$ cat src/design/spmc_pkg.sv
// Shared constants and bus carriers of the serial port mode control block
package spmc_pkg;

    // ************************************************
    // Register bus geometry
    // ************************************************
    localparam int ADDR_W = 8;
    localparam logic [1:0] RESP_OKAY = 2'h0;
    localparam logic [1:0] RESP_SLVERR = 2'h2;

    // ************************************************
    // Register byte offsets
    // ************************************************
    localparam logic [7:0] OFS_SERIAL_CONTROL_STATUS = 8'h00;
    localparam logic [7:0] OFS_SERIAL_DATA_BUFFER = 8'h04;
    localparam logic [7:0] OFS_POWER_CONTROL = 8'h08;
    localparam logic [7:0] OFS_BAUD_PERIOD = 8'h0c;
    localparam logic [7:0] OFS_INT_STATUS = 8'h10;
    localparam logic [7:0] OFS_INT_ENABLE = 8'h14;
    localparam logic [7:0] OFS_INT_CLEAR = 8'h18;

    // ************************************************
    // Field positions of serial_control_status
    // ************************************************
    localparam int BIT_RECEIVE_DONE = 0;
    localparam int BIT_TRANSMIT_DONE = 1;
    localparam int BIT_RECEIVE_NINTH = 2;
    localparam int BIT_TRANSMIT_NINTH = 3;
    localparam int BIT_RECEIVE_ENABLE = 4;
    localparam int BIT_MULTIPROCESSOR = 5;
    localparam int BIT_MODE_LOW = 6;
    localparam int BIT_MODE_HIGH = 7;

    // ************************************************
    // Field positions of power_control and interrupt registers
    // ************************************************
    localparam int BIT_FE_ACCESS_SELECT = 6;
    localparam int BIT_BAUD_DOUBLER = 7;
    localparam logic [7:0] POWER_CONTROL_MASK = 8'hc0;
    localparam int INT_TRANSMIT = 0;
    localparam int INT_RECEIVE = 1;
    localparam int INT_FRAMING = 2;

    // ************************************************
    // Reset values and timing counts in clock cycles
    // ************************************************
    localparam logic [7:0] CONTROL_RST = 8'h00;
    localparam logic [7:0] POWER_CONTROL_RST = 8'h00;
    localparam logic [15:0] BAUD_PERIOD_RST = 16'h00a0;
    localparam logic [15:0] SHIFT_MODE_DIV = 16'h0006;
    localparam logic [15:0] FIXED_MODE_DIV_SLOW = 16'h0020;
    localparam logic [15:0] FIXED_MODE_DIV_FAST = 16'h0010;

    // ************************************************
    // Mode encodings of the two mode-select bits
    // ************************************************
    localparam logic [1:0] MODE_SHIFT = 2'h0;
    localparam logic [1:0] MODE_UART8_VAR = 2'h1;
    localparam logic [1:0] MODE_UART9_FIXED = 2'h2;
    localparam logic [1:0] MODE_UART9_VAR = 2'h3;

    // ************************************************
    // AXI4-Lite carriers
    // ************************************************
    typedef struct packed {
        logic awvalid;
        logic [ADDR_W-1:0] awaddr;
        logic wvalid;
        logic [31:0] wdata;
        logic [3:0] wstrb;
        logic bready;
        logic arvalid;
        logic [ADDR_W-1:0] araddr;
        logic rready;
    } spmc_axi_req_s;

    typedef struct packed {
        logic awready;
        logic wready;
        logic bvalid;
        logic [1:0] bresp;
        logic arready;
        logic rvalid;
        logic [31:0] rdata;
        logic [1:0] rresp;
    } spmc_axi_rsp_s;

endpackage

$ cat src/design/spmc_rx_sync.sv
// Three-stage synchroniser with agreement filter for the receive pin
`timescale 1ns/1ps
module spmc_rx_sync (
    // Clock and reset
    input wire logic aclk,
    input wire logic aresetn,
    // Pin and filtered level
    input wire logic pin_in,
    output logic level_out
);

    typedef struct packed {
        logic s1;
        logic s2;
        logic s3;
        logic lvl;
    } spmc_sync_s;

    spmc_sync_s st_r;
    spmc_sync_s st_nxt;

    always_comb begin
        st_nxt = st_r;
        st_nxt.s1 = pin_in;
        st_nxt.s2 = st_r.s1;
        st_nxt.s3 = st_r.s2;
        // Only a level seen by both later stages counts
        if (st_r.s2 == st_r.s3) begin
            st_nxt.lvl = st_r.s3;
        end
    end

    always_ff @(posedge aclk) begin
        if (!aresetn) begin
            st_r <= 4'hf;
        end else begin
            st_r <= st_nxt;
        end
    end

    assign level_out = st_r.lvl;

endmodule // spmc_rx_sync

$ cat src/design/spmc_serial_port.sv
// Serial port mode control: register file, frame engines and interrupt
// Contract
// - Top control bit shows high mode select only while framing access select is 0.
// - Mode bits pick shift clock/6, 8-bit variable, 9-bit clock/32 or /16, 9-bit variable.
// - Nine-bit modes with multiprocessor enable: no receive flag when ninth bit is 0.
// - Eight-bit variable mode with multiprocessor enable: no receive flag without valid stop.
// - Receive enable gates reception; cleared enable stops accepting new data.
// - Nine-bit modes send the transmit ninth bit as ninth data bit.
// - Nine-bit modes store received ninth bit; shift mode leaves that field alone.
// - Eight-bit mode without multiprocessor enable stores the stop bit as ninth bit.
// - Transmit flag sets after eighth shift bit or at stop start; software clears it.
// - Receive flag stays set until software clears it; hardware never clears it.
// - With framing access selected top bit reads the sticky framing error flag.
// - Eight-bit frames carry start 0, eight data bits LSB first, stop 1.
// - Nine-bit frames add the ninth bit before stop; both nine-bit modes ignore stop for the receive flag.
// - Data buffer write starts transmit; receive starts per mode while enabled. In shift mode a write during a running receive is ignored.
//
// The placing of the registers and register access over AXI4-Lite were chosen for this implementation.
`timescale 1ns/1ps
module spmc_serial_port (
    // Clock and reset
    input wire logic aclk,
    input wire logic aresetn,
    // Register bus
    input wire spmc_pkg::spmc_axi_req_s axi_req,
    output spmc_pkg::spmc_axi_rsp_s axi_rsp,
    // Serial pins, receive pin is two-way in shift-register mode
    input wire logic rxd_in,
    output logic rxd_out,
    output logic rxd_oe_n,
    output logic txd,
    // Interrupt
    output logic irq
);

    // ************************************************
    // State
    // ************************************************
    typedef enum logic [1:0] {TX_IDLE = 2'b01, TX_SEND = 2'b10} spmc_tx_e;
    typedef enum logic [2:0] {RX_IDLE = 3'b001, RX_START = 3'b010, RX_DATA = 3'b100} spmc_rx_e;

    typedef struct packed {
        spmc_pkg::spmc_axi_rsp_s rsp;
        logic aw_got;
        logic w_got;
        logic [7:0] awaddr;
        logic [31:0] wdata;
        logic [3:0] wstrb;
        logic [7:0] ctl;
        logic fe;
        logic [7:0] power_control;
        logic [15:0] baud;
        logic [7:0] rx_buf;
        logic [2:0] istat;
        logic [2:0] ien;
        logic irq;
        spmc_tx_e tx_st;
        logic [10:0] tx_sh;
        logic [3:0] tx_idx;
        logic [15:0] tx_cyc;
        spmc_rx_e rx_st;
        logic [7:0] rx_sh;
        logic rx_ninth;
        logic [3:0] rx_idx;
        logic [15:0] rx_cyc;
        logic rx_prev;
        logic txd;
        logic rxd_out;
        logic rxd_oe_n;
    } spmc_state_s;

    spmc_state_s st_r;
    spmc_state_s st_nxt;
    logic rx_lvl;

    // ************************************************
    // Helpers
    // ************************************************
    // Bit time in clocks; the variable rate stands in for the external timer
    function automatic logic [15:0] bit_period(logic [1:0] mode, logic dbl, logic [15:0] var_per);
        logic [15:0] p;
        p = dbl ? var_per : {var_per[14:0], 1'b0};
        case (mode)
            spmc_pkg::MODE_SHIFT: p = spmc_pkg::SHIFT_MODE_DIV;
            spmc_pkg::MODE_UART9_FIXED: p = dbl ? spmc_pkg::FIXED_MODE_DIV_FAST
                                                : spmc_pkg::FIXED_MODE_DIV_SLOW;
            default: p = p;
        endcase
        return p;
    endfunction

    function automatic spmc_state_s reset_state();
        spmc_state_s s;
        s = '0;
        s.rsp.awready = 1'b1;
        s.rsp.wready = 1'b1;
        s.rsp.arready = 1'b1;
        s.ctl = spmc_pkg::CONTROL_RST;
        s.power_control = spmc_pkg::POWER_CONTROL_RST;
        s.baud = spmc_pkg::BAUD_PERIOD_RST;
        s.tx_st = TX_IDLE;
        s.rx_st = RX_IDLE;
        s.rx_prev = 1'b1;
        s.txd = 1'b1;
        s.rxd_out = 1'b1;
        s.rxd_oe_n = 1'b1;
        return s;
    endfunction

    spmc_rx_sync u_sync (
        .aclk(aclk),
        .aresetn(aresetn),
        .pin_in(rxd_in),
        .level_out(rx_lvl)
    );

    // ************************************************
    // Next-state logic
    // ************************************************
    always_comb begin
        logic [1:0] mode;
        logic m0;
        logic nine;
        logic fea;
        logic [15:0] per;
        logic [15:0] half;
        logic wr;
        logic tx_go;
        logic [7:0] tx_byte;
        logic [2:0] iclr;
        logic ti_set;
        logic ri_set;
        logic fe_set;
        logic [3:0] tx_last;
        logic [7:0] dat;
        logic nb;
        logic [7:0] rv;
        mode = {st_r.ctl[spmc_pkg::BIT_MODE_HIGH], st_r.ctl[spmc_pkg::BIT_MODE_LOW]};
        m0 = (mode == spmc_pkg::MODE_SHIFT);
        nine = mode[1];
        fea = st_r.power_control[spmc_pkg::BIT_FE_ACCESS_SELECT];
        per = bit_period(mode, st_r.power_control[spmc_pkg::BIT_BAUD_DOUBLER], st_r.baud);
        half = {1'b0, per[15:1]};
        wr = st_r.aw_got && st_r.w_got && !st_r.rsp.bvalid;
        tx_go = 1'b0;
        tx_byte = st_r.wdata[7:0];
        iclr = 3'h0;
        ti_set = 1'b0;
        ri_set = 1'b0;
        fe_set = 1'b0;
        tx_last = m0 ? 4'h7 : (nine ? 4'ha : 4'h9);
        dat = st_r.rx_sh;
        nb = 1'b0;
        rv = 8'h00;
        st_nxt = st_r;

        // ************************************************
        // Write channels
        // ************************************************
        if (axi_req.awvalid && st_r.rsp.awready) begin
            st_nxt.aw_got = 1'b1;
            st_nxt.awaddr = axi_req.awaddr;
            st_nxt.rsp.awready = 1'b0;
        end
        if (axi_req.wvalid && st_r.rsp.wready) begin
            st_nxt.w_got = 1'b1;
            st_nxt.wdata = axi_req.wdata;
            st_nxt.wstrb = axi_req.wstrb;
            st_nxt.rsp.wready = 1'b0;
        end
        if (wr) begin
            st_nxt.aw_got = 1'b0;
            st_nxt.w_got = 1'b0;
            st_nxt.rsp.bvalid = 1'b1;
            st_nxt.rsp.bresp = spmc_pkg::RESP_OKAY;
            case (st_r.awaddr)
                spmc_pkg::OFS_SERIAL_CONTROL_STATUS: begin
                    if (st_r.wstrb[0]) begin
                        st_nxt.ctl = st_r.wdata[7:0];
                        if (fea) begin
                            // Top bit lands on the framing error flag instead of the mode bit
                            st_nxt.ctl[spmc_pkg::BIT_MODE_HIGH] = st_r.ctl[spmc_pkg::BIT_MODE_HIGH];
                            st_nxt.fe = st_r.wdata[7];
                        end
                    end
                end
                spmc_pkg::OFS_SERIAL_DATA_BUFFER: begin
                    tx_go = st_r.wstrb[0];
                end
                spmc_pkg::OFS_POWER_CONTROL: begin
                    if (st_r.wstrb[0]) begin
                        st_nxt.power_control = st_r.wdata[7:0] & spmc_pkg::POWER_CONTROL_MASK;
                    end
                end
                spmc_pkg::OFS_BAUD_PERIOD: begin
                    if (st_r.wstrb[0]) begin
                        st_nxt.baud[7:0] = st_r.wdata[7:0];
                    end
                    if (st_r.wstrb[1]) begin
                        st_nxt.baud[15:8] = st_r.wdata[15:8];
                    end
                end
                spmc_pkg::OFS_INT_STATUS: begin
                    st_nxt.rsp.bresp = spmc_pkg::RESP_OKAY;
                end
                spmc_pkg::OFS_INT_ENABLE: begin
                    if (st_r.wstrb[0]) begin
                        st_nxt.ien = st_r.wdata[2:0];
                    end
                end
                spmc_pkg::OFS_INT_CLEAR: begin
                    if (st_r.wstrb[0]) begin
                        iclr = st_r.wdata[2:0];
                    end
                end
                default: begin
                    st_nxt.rsp.bresp = spmc_pkg::RESP_SLVERR;
                end
            endcase
        end
        if (st_r.rsp.bvalid && axi_req.bready) begin
            st_nxt.rsp.bvalid = 1'b0;
            st_nxt.rsp.awready = 1'b1;
            st_nxt.rsp.wready = 1'b1;
        end

        // ************************************************
        // Read channels
        // ************************************************
        if (axi_req.arvalid && st_r.rsp.arready) begin
            st_nxt.rsp.arready = 1'b0;
            st_nxt.rsp.rvalid = 1'b1;
            st_nxt.rsp.rresp = spmc_pkg::RESP_OKAY;
            st_nxt.rsp.rdata = 32'h0000_0000;
            case (axi_req.araddr)
                spmc_pkg::OFS_SERIAL_CONTROL_STATUS: begin
                    rv = st_r.ctl;
                    rv[spmc_pkg::BIT_MODE_HIGH] = fea ? st_r.fe : st_r.ctl[spmc_pkg::BIT_MODE_HIGH];
                    st_nxt.rsp.rdata[7:0] = rv;
                end
                spmc_pkg::OFS_SERIAL_DATA_BUFFER: st_nxt.rsp.rdata[7:0] = st_r.rx_buf;
                spmc_pkg::OFS_POWER_CONTROL: st_nxt.rsp.rdata[7:0] = st_r.power_control;
                spmc_pkg::OFS_BAUD_PERIOD: st_nxt.rsp.rdata[15:0] = st_r.baud;
                spmc_pkg::OFS_INT_STATUS: st_nxt.rsp.rdata[2:0] = st_r.istat;
                spmc_pkg::OFS_INT_ENABLE: st_nxt.rsp.rdata[2:0] = st_r.ien;
                spmc_pkg::OFS_INT_CLEAR: st_nxt.rsp.rdata[2:0] = 3'h0;
                default: st_nxt.rsp.rresp = spmc_pkg::RESP_SLVERR;
            endcase
        end
        if (st_r.rsp.rvalid && axi_req.rready) begin
            st_nxt.rsp.rvalid = 1'b0;
            st_nxt.rsp.arready = 1'b1;
        end

        // ************************************************
        // Transmit engine
        // ************************************************
        case (st_r.tx_st)
            TX_IDLE: begin
                // Shift mode shares the clock pin, so a running shift receive blocks the start
                if (tx_go && !(m0 && st_r.rx_st != RX_IDLE)) begin
                    st_nxt.tx_st = TX_SEND;
                    st_nxt.tx_idx = 4'h0;
                    st_nxt.tx_cyc = 16'h0000;
                    if (m0) begin
                        st_nxt.tx_sh = {3'h0, tx_byte};
                    end else begin
                        st_nxt.tx_sh = {1'b1, nine ? st_r.ctl[spmc_pkg::BIT_TRANSMIT_NINTH] : 1'b1,
                                        tx_byte, 1'b0};
                    end
                end
            end
            TX_SEND: begin
                if (st_r.tx_cyc == per - 16'h0001) begin
                    st_nxt.tx_cyc = 16'h0000;
                    if (st_r.tx_idx == tx_last) begin
                        st_nxt.tx_st = TX_IDLE;
                    end else begin
                        st_nxt.tx_idx = st_r.tx_idx + 4'h1;
                        st_nxt.tx_sh = {1'b0, st_r.tx_sh[10:1]};
                    end
                    if (m0 && st_r.tx_idx == 4'h7) begin
                        ti_set = 1'b1;
                    end
                    if (!m0 && st_r.tx_idx + 4'h1 == tx_last) begin
                        ti_set = 1'b1;
                    end
                end else begin
                    st_nxt.tx_cyc = st_r.tx_cyc + 16'h0001;
                end
            end
            default: st_nxt.tx_st = TX_IDLE;
        endcase

        // ************************************************
        // Receive engine
        // ************************************************
        st_nxt.rx_prev = rx_lvl;
        if (st_r.rx_idx < 4'h8) begin
            dat = {rx_lvl, st_r.rx_sh[7:1]};
        end
        case (st_r.rx_st)
            RX_IDLE: begin
                if (st_r.ctl[spmc_pkg::BIT_RECEIVE_ENABLE]) begin
                    if (m0) begin
                        if (!st_r.ctl[spmc_pkg::BIT_RECEIVE_DONE] && st_r.tx_st == TX_IDLE && !tx_go) begin
                            st_nxt.rx_st = RX_DATA;
                            st_nxt.rx_idx = 4'h0;
                            st_nxt.rx_cyc = 16'h0000;
                        end
                    end else if (st_r.rx_prev && !rx_lvl) begin
                        st_nxt.rx_st = RX_START;
                        st_nxt.rx_cyc = 16'h0000;
                    end
                end
            end
            RX_START: begin
                if (!st_r.ctl[spmc_pkg::BIT_RECEIVE_ENABLE]) begin
                    st_nxt.rx_st = RX_IDLE;
                end else if (st_r.rx_cyc == half - 16'h0001) begin
                    // A start bit gone by mid-bit is a glitch
                    st_nxt.rx_st = rx_lvl ? RX_IDLE : RX_DATA;
                    st_nxt.rx_idx = 4'h0;
                    st_nxt.rx_cyc = 16'h0000;
                end else begin
                    st_nxt.rx_cyc = st_r.rx_cyc + 16'h0001;
                end
            end
            RX_DATA: begin
                if (!st_r.ctl[spmc_pkg::BIT_RECEIVE_ENABLE]) begin
                    st_nxt.rx_st = RX_IDLE;
                end else if (st_r.rx_cyc == per - 16'h0001) begin
                    st_nxt.rx_cyc = 16'h0000;
                    st_nxt.rx_idx = st_r.rx_idx + 4'h1;
                    st_nxt.rx_sh = dat;
                    if (m0 && st_r.rx_idx == 4'h7) begin
                        st_nxt.rx_st = RX_IDLE;
                        st_nxt.rx_buf = dat;
                        ri_set = 1'b1;
                    end else if (nine && st_r.rx_idx == 4'h8) begin
                        st_nxt.rx_ninth = rx_lvl;
                    end else if (!m0 && st_r.rx_idx == (nine ? 4'h9 : 4'h8)) begin
                        st_nxt.rx_st = RX_IDLE;
                        fe_set = !rx_lvl;
                        nb = nine ? st_r.rx_ninth : rx_lvl;
                        // Unread byte still pending: the new one is dropped
                        if (!st_r.ctl[spmc_pkg::BIT_RECEIVE_DONE] &&
                            (!st_r.ctl[spmc_pkg::BIT_MULTIPROCESSOR] || nb)) begin
                            st_nxt.rx_buf = st_r.rx_sh;
                            st_nxt.ctl[spmc_pkg::BIT_RECEIVE_NINTH] = nb;
                            ri_set = 1'b1;
                        end
                    end
                end else begin
                    st_nxt.rx_cyc = st_r.rx_cyc + 16'h0001;
                end
            end
            default: st_nxt.rx_st = RX_IDLE;
        endcase

        // ************************************************
        // Flags and interrupt: hardware set wins over software clear
        // ************************************************
        if (ti_set) begin
            st_nxt.ctl[spmc_pkg::BIT_TRANSMIT_DONE] = 1'b1;
        end
        if (ri_set) begin
            st_nxt.ctl[spmc_pkg::BIT_RECEIVE_DONE] = 1'b1;
        end
        if (fe_set) begin
            st_nxt.fe = 1'b1;
        end
        st_nxt.istat = (st_r.istat & ~iclr) | {fe_set, ri_set, ti_set};
        st_nxt.irq = |(st_nxt.istat & st_nxt.ien);

        // ************************************************
        // Pins
        // ************************************************
        st_nxt.txd = 1'b1;
        st_nxt.rxd_out = 1'b1;
        st_nxt.rxd_oe_n = 1'b1;
        if (st_nxt.tx_st == TX_SEND && m0) begin
            st_nxt.txd = st_nxt.tx_cyc >= half;
            st_nxt.rxd_out = st_nxt.tx_sh[0];
            st_nxt.rxd_oe_n = 1'b0;
        end else if (st_nxt.rx_st == RX_DATA && m0) begin
            st_nxt.txd = st_nxt.rx_cyc >= half;
        end else if (st_nxt.tx_st == TX_SEND) begin
            st_nxt.txd = st_nxt.tx_sh[0];
        end
    end

    always_ff @(posedge aclk) begin
        if (!aresetn) begin
            st_r <= reset_state();
        end else begin
            st_r <= st_nxt;
        end
    end

    assign axi_rsp = st_r.rsp;
    assign txd = st_r.txd;
    assign rxd_out = st_r.rxd_out;
    assign rxd_oe_n = st_r.rxd_oe_n;
    assign irq = st_r.irq;

endmodule // spmc_serial_port

$ cat config.mk
export PLATFORM = sky130hd
export DESIGN_NAME = spmc_serial_port
export DESIGN_NICKNAME = d
export VERILOG_FILES = /design/src/design/spmc_pkg.sv /design/src/design/spmc_rx_sync.sv /design/src/design/spmc_serial_port.sv
export SDC_FILE = /design/constraint.sdc
export NUM_CORES = 1
export LEC_CHECK = 0
export BUFFER_PORTS_ARGS = -buffer_cell sky130_fd_sc_hd__clkbuf_2
export CAP_MARGIN = 20
export CORE_ASPECT_RATIO = 1.75
export CORE_MARGIN = 2
export CORE_UTILIZATION = 61
export DETAILED_ROUTE_END_ITERATION = 8
export PLACE_DENSITY = 0.82
export SLEW_MARGIN = 10
export SYNTH_ARGS = -nofsm -noshare
export SYNTH_HDL_FRONTEND = slang
export SYNTH_SLANG_ARGS = --single-unit
$ cat constraint.sdc
create_clock -name aclk -period 7.75 [get_ports aclk]
set_input_delay 1.55 -clock aclk [delete_from_list [all_inputs] [get_ports aclk]]
set_output_delay 1.55 -clock aclk [all_outputs]
set_load 0.01 [all_outputs]
==> results.tsv <==
stage	metric	value	unit
worst_hold_path	Hold Startpoint	u_sync.st_nxt[2]	
timing	Peak Freq	0.144	GHz
power_and_ir_drop	Reg power frac	46.9	%
drt	Via Count	10400	
clock_network	number of clock sinks	166	
floorplanning	Die H	183	µm
synth	Post-synth ARST share	0	%
global_route	Congestion Overflow GR	0	
synth	Syn Inst Count	1382	
drt	total wire length	33.0	mm
synth	xor/xnor share of the synthesized area	6.47	%
synth	synthesized cell area	0.0111	mm²
synth	top cells by count, synth	dfxtp_1, nand2_1, nor2_1, a21oi_1, o21ai_0	
floorplanning	die area	0.0194	mm²
power_and_ir_drop	internal power	1370	µW
clock_network	# H-tree levels	4	
global_route	global-route wire length before repair	52.1	mm
synth	Synth Area in Simple Gates	24.9	%
synth	largest family of logic cells by synthesized area	simple AND/OR/NAND/NOR gates	
final_layout	diodes inserted	0	
drt	DR iter-0 viols	666	
synth	Ys Warns	0	
synth	Post-synth top flop	dfxtp_1	
synth	Synth Area in Compound Gates	20.3	%
global_route	pin count of the biggest net entering global routing	102	
power_and_ir_drop	Combinational Power Share	9.6	%
timing	skew final	0.0104	ns
synth	count leader, synth	dfxtp_1	
placed_design	Port Buffers	68	
power_and_ir_drop	maximum VDD drop	0.212	mV
final_layout	filler instances	1548	
run_status	outcome	complete, no violations	
timing	setup violators final	0	
clock_network	root buf cell	clkbuf_16	
worst_hold_path	HP Class	reg2reg	
worst_setup_path	Crit Path Max Fanout	16	
power_and_ir_drop	clock network fraction of total power	43.6	%
synth	area share of the largest cell type after synthesis	29.9	%
floorplanning	Core Region	0.0180	mm²
clock_network	post-CTS setup buffers	0	
synth	Yosys cell types	101	
worst_setup_path	CP Capture Type	flop	
drt	Antenna Violating Nets Remaining	0	
global_route	vias in the first global route	9981	
worst_setup_path	critical path class	reg2reg	
final_layout	NumNets Final	1478	
floorplanning	Initial Util	61.8	%
timing	Final Hold Viols	0	
synth	Adder-Cell Fraction of Synth Area	4.39	%
timing	Fin Setup TNS	0	ns
drt	Pre-Repair DR Iteration Count	5	
worst_setup_path	WP data arrival	7.27	ns
floorplanning	# IOs	105	
clock_network	clk_lat worst skew	0.45	ns
clock_network	post-CTS resize count	0	
synth	Synth area leader	dfxtp_1	
timing	final max-slew violation count	0	
power_and_ir_drop	PwrDens	160	mW/mm²
timing	RSZ-0062 raised after global routing	false	
timing	final period utilization	89.7	%
placed_design	dpl hpwl	24.3	mm
worst_setup_path	Worst EP required	8.07	ns
drt	Vias/cell	6.38	
clock_network	Clk pin slew, worst setup/hold paths	0.07	ns
job	MaxCap Viol Count	0	
timing	Worst-Margin Slew	1.03	ns
floorplanning	number of core rows	65	
clock_network	TritonCTS buffer count	17	
final_layout	area delta synth->final	6.46	%
power_and_ir_drop	Pleak	0.00467	µW
synth	number of synthesized register bits	166	
placed_design	GP Congestion	1.01	
clock_network	Clock Tree Buf Depth	2	
worst_setup_path	crit path launch type	flop	
floorplanning	Horiz. Die Dim	106	µm
global_route	initial antenna violation count	0	
worst_setup_path	Critical Path Start	st_r[107]	
power_and_ir_drop	switching share of power	27.3	%
synth	post-synthesis mux area share	6.99	%
global_route	GR Util All Layers	34.6	%
clock_network	CTS tree	yes	
final_layout	fraction of layout cells with a size suffix above 1	11.9	%
synth	largest cells by area after synthesis	dfxtp_1, nand2_1, mux2i_1, nor2_1, a21oi_1	
clock_network	hold buffers post-CTS	0	
synth	syn avg cell area	8.04	µm²
synth	register area share after synthesis	29.9	%
worst_setup_path	Reg-to-Reg Start	st_r[107]	
synth	Post-synth EDFFs	0	
final_layout	fin util	65.8	%
timing	crit path time final	6.95	ns
final_layout	area of the multi-input gates	0.00707	mm²
final_layout	Seq. cell area	0.00332	mm²
timing	Slew HR	31.4	%
drt	DRC	0	
power_and_ir_drop	sw power	516	µW
drt	routed len/inst	20.3	µm
final cells by class:
class	count	area share, %
Timing Repair Buffer	86	4.02
Inverter	32	1.04
Multi-Input combinational cell	1076	59.7
Sequential cell	166	28.1
Clock inverter	9	0.804
Tap cell	234	2.47
Clock buffer	22	3.84
power groups by stage:
stage | registers (µW) | logic, µW | clock network [µW]
after CTS | 886 | 179 | 823
after floorplan | 897 | 137 | 0
final | 886 | 181 | 823
after global routing | 887 | 199 | 861
after global placement | 904 | 174 | 0
after detailed placement | 905 | 178 | 0
kinds of logic after synthesis:
kind of cell / count (synthesis)
DFF: 166
xor gates and xnor gates: 60
other: 1
adders and majority gates: 39
muxes: 73
and+or+nand+nor: 547
buffers and inverters: 157
AOI/OAI and AO/OA: 339
stage by stage:
stage | power, µW | area [µm²] | worst slack, ns | cells | hold slack, ns
6_report | 1890 | 11800 | 0.802 | 1625 | 0.406
5_1_grt | 1950 | 11800 | 0.376 | 1625 | 0.434
4_1_cts | 1890 | 11800 | 0.853 | 1624 | 0.414
3_5_place_dp | 1080 | 11300 | 0.911 | 1593 | 0.397
3_3_place_gp | 1080 | 11300 | 0.974 | 1593 | 0.390
2_1_floorplan | 1030 | 11200 | 1.82 | 1399 | 0.386
layout by cell type (no fill, tap or decap), drive strengths merged, types with 9 or more instances in the layout:
cell	netlist	final
nand3	66	66
buf	58	18
xnor2	30	30
o21ai	73	73
a21oi	99	99
dfxtp	166	166
a22oi	23	23
o21a	11	11
o31ai	12	12
and3	11	11
a211oi	9	9
clkbuf	67	90
xor2	16	16
or2	10	10
a31oi	22	22
inv	31	34
nor3b	11	11
and2	29	29
xnor3	13	13
nand4	12	12
nor2	142	142
nand2b	20	20
mux2i	54	54
nor3	25	25
a21o	15	15
nor2b	15	15
conb	1	18
mux2	17	17
nand2	150	150
ha	39	39
path summary, 6_finish.rpt:
kind / end / slack, ns / cells past startpoint
setup / recovery: txd / 0.80 / 23
hold / removal: u_sync.st_nxt[1] / 0.41 / 1
setup reg to reg: txd / 0.80 / 23
hold reg to reg: u_sync.st_nxt[1] / 0.41 / 1
flip-flops by register name (all words and copies together), names as in the netlist:
register          cells
txd                   1
u_sync.st_nxt         2
st_r                135
axi_rsp              23
u_sync.st_r           1
irq                   1
u_sync.level_out      1
rxd_out               1
rxd_oe_n              1
critical path: stages, from the launching register on:
cell and delay (ns):
dfxtp_1 0.68, mux2i_1 0.29, a21oi_1 0.23, inv_1 0.16, ha_1 0.33, nand4_1 0.30, nor3_4 0.35, xnor3_1 0.39
or4b_4 0.56, nor4b_4 0.26, buf_4 0.21, a211o_1 0.42, inv_1 0.27, a22o_1 0.32, ha_1 0.28, a21o_1 0.16
a21o_1 0.17, a211oi_1 0.21, o21ai_0 0.13, o2111ai_1 0.13, a31oi_1 0.14, a2111o_1 0.39, a2111oi_2 0.35, a21oi_1 0.08
layer usage:
metal / global-route usage (%) / up-vias / wire length, µm
met5: 0 / - / 0
met4: 25.2 / 0 / 2700
met3: 4.86 / 148 / 1490
met2: 62.8 / 421 / 17000
met1: 35.6 / 4905 / 11800
li1: - / 4901 / -
No activity file was read; power rests on OpenSTA's default activity.
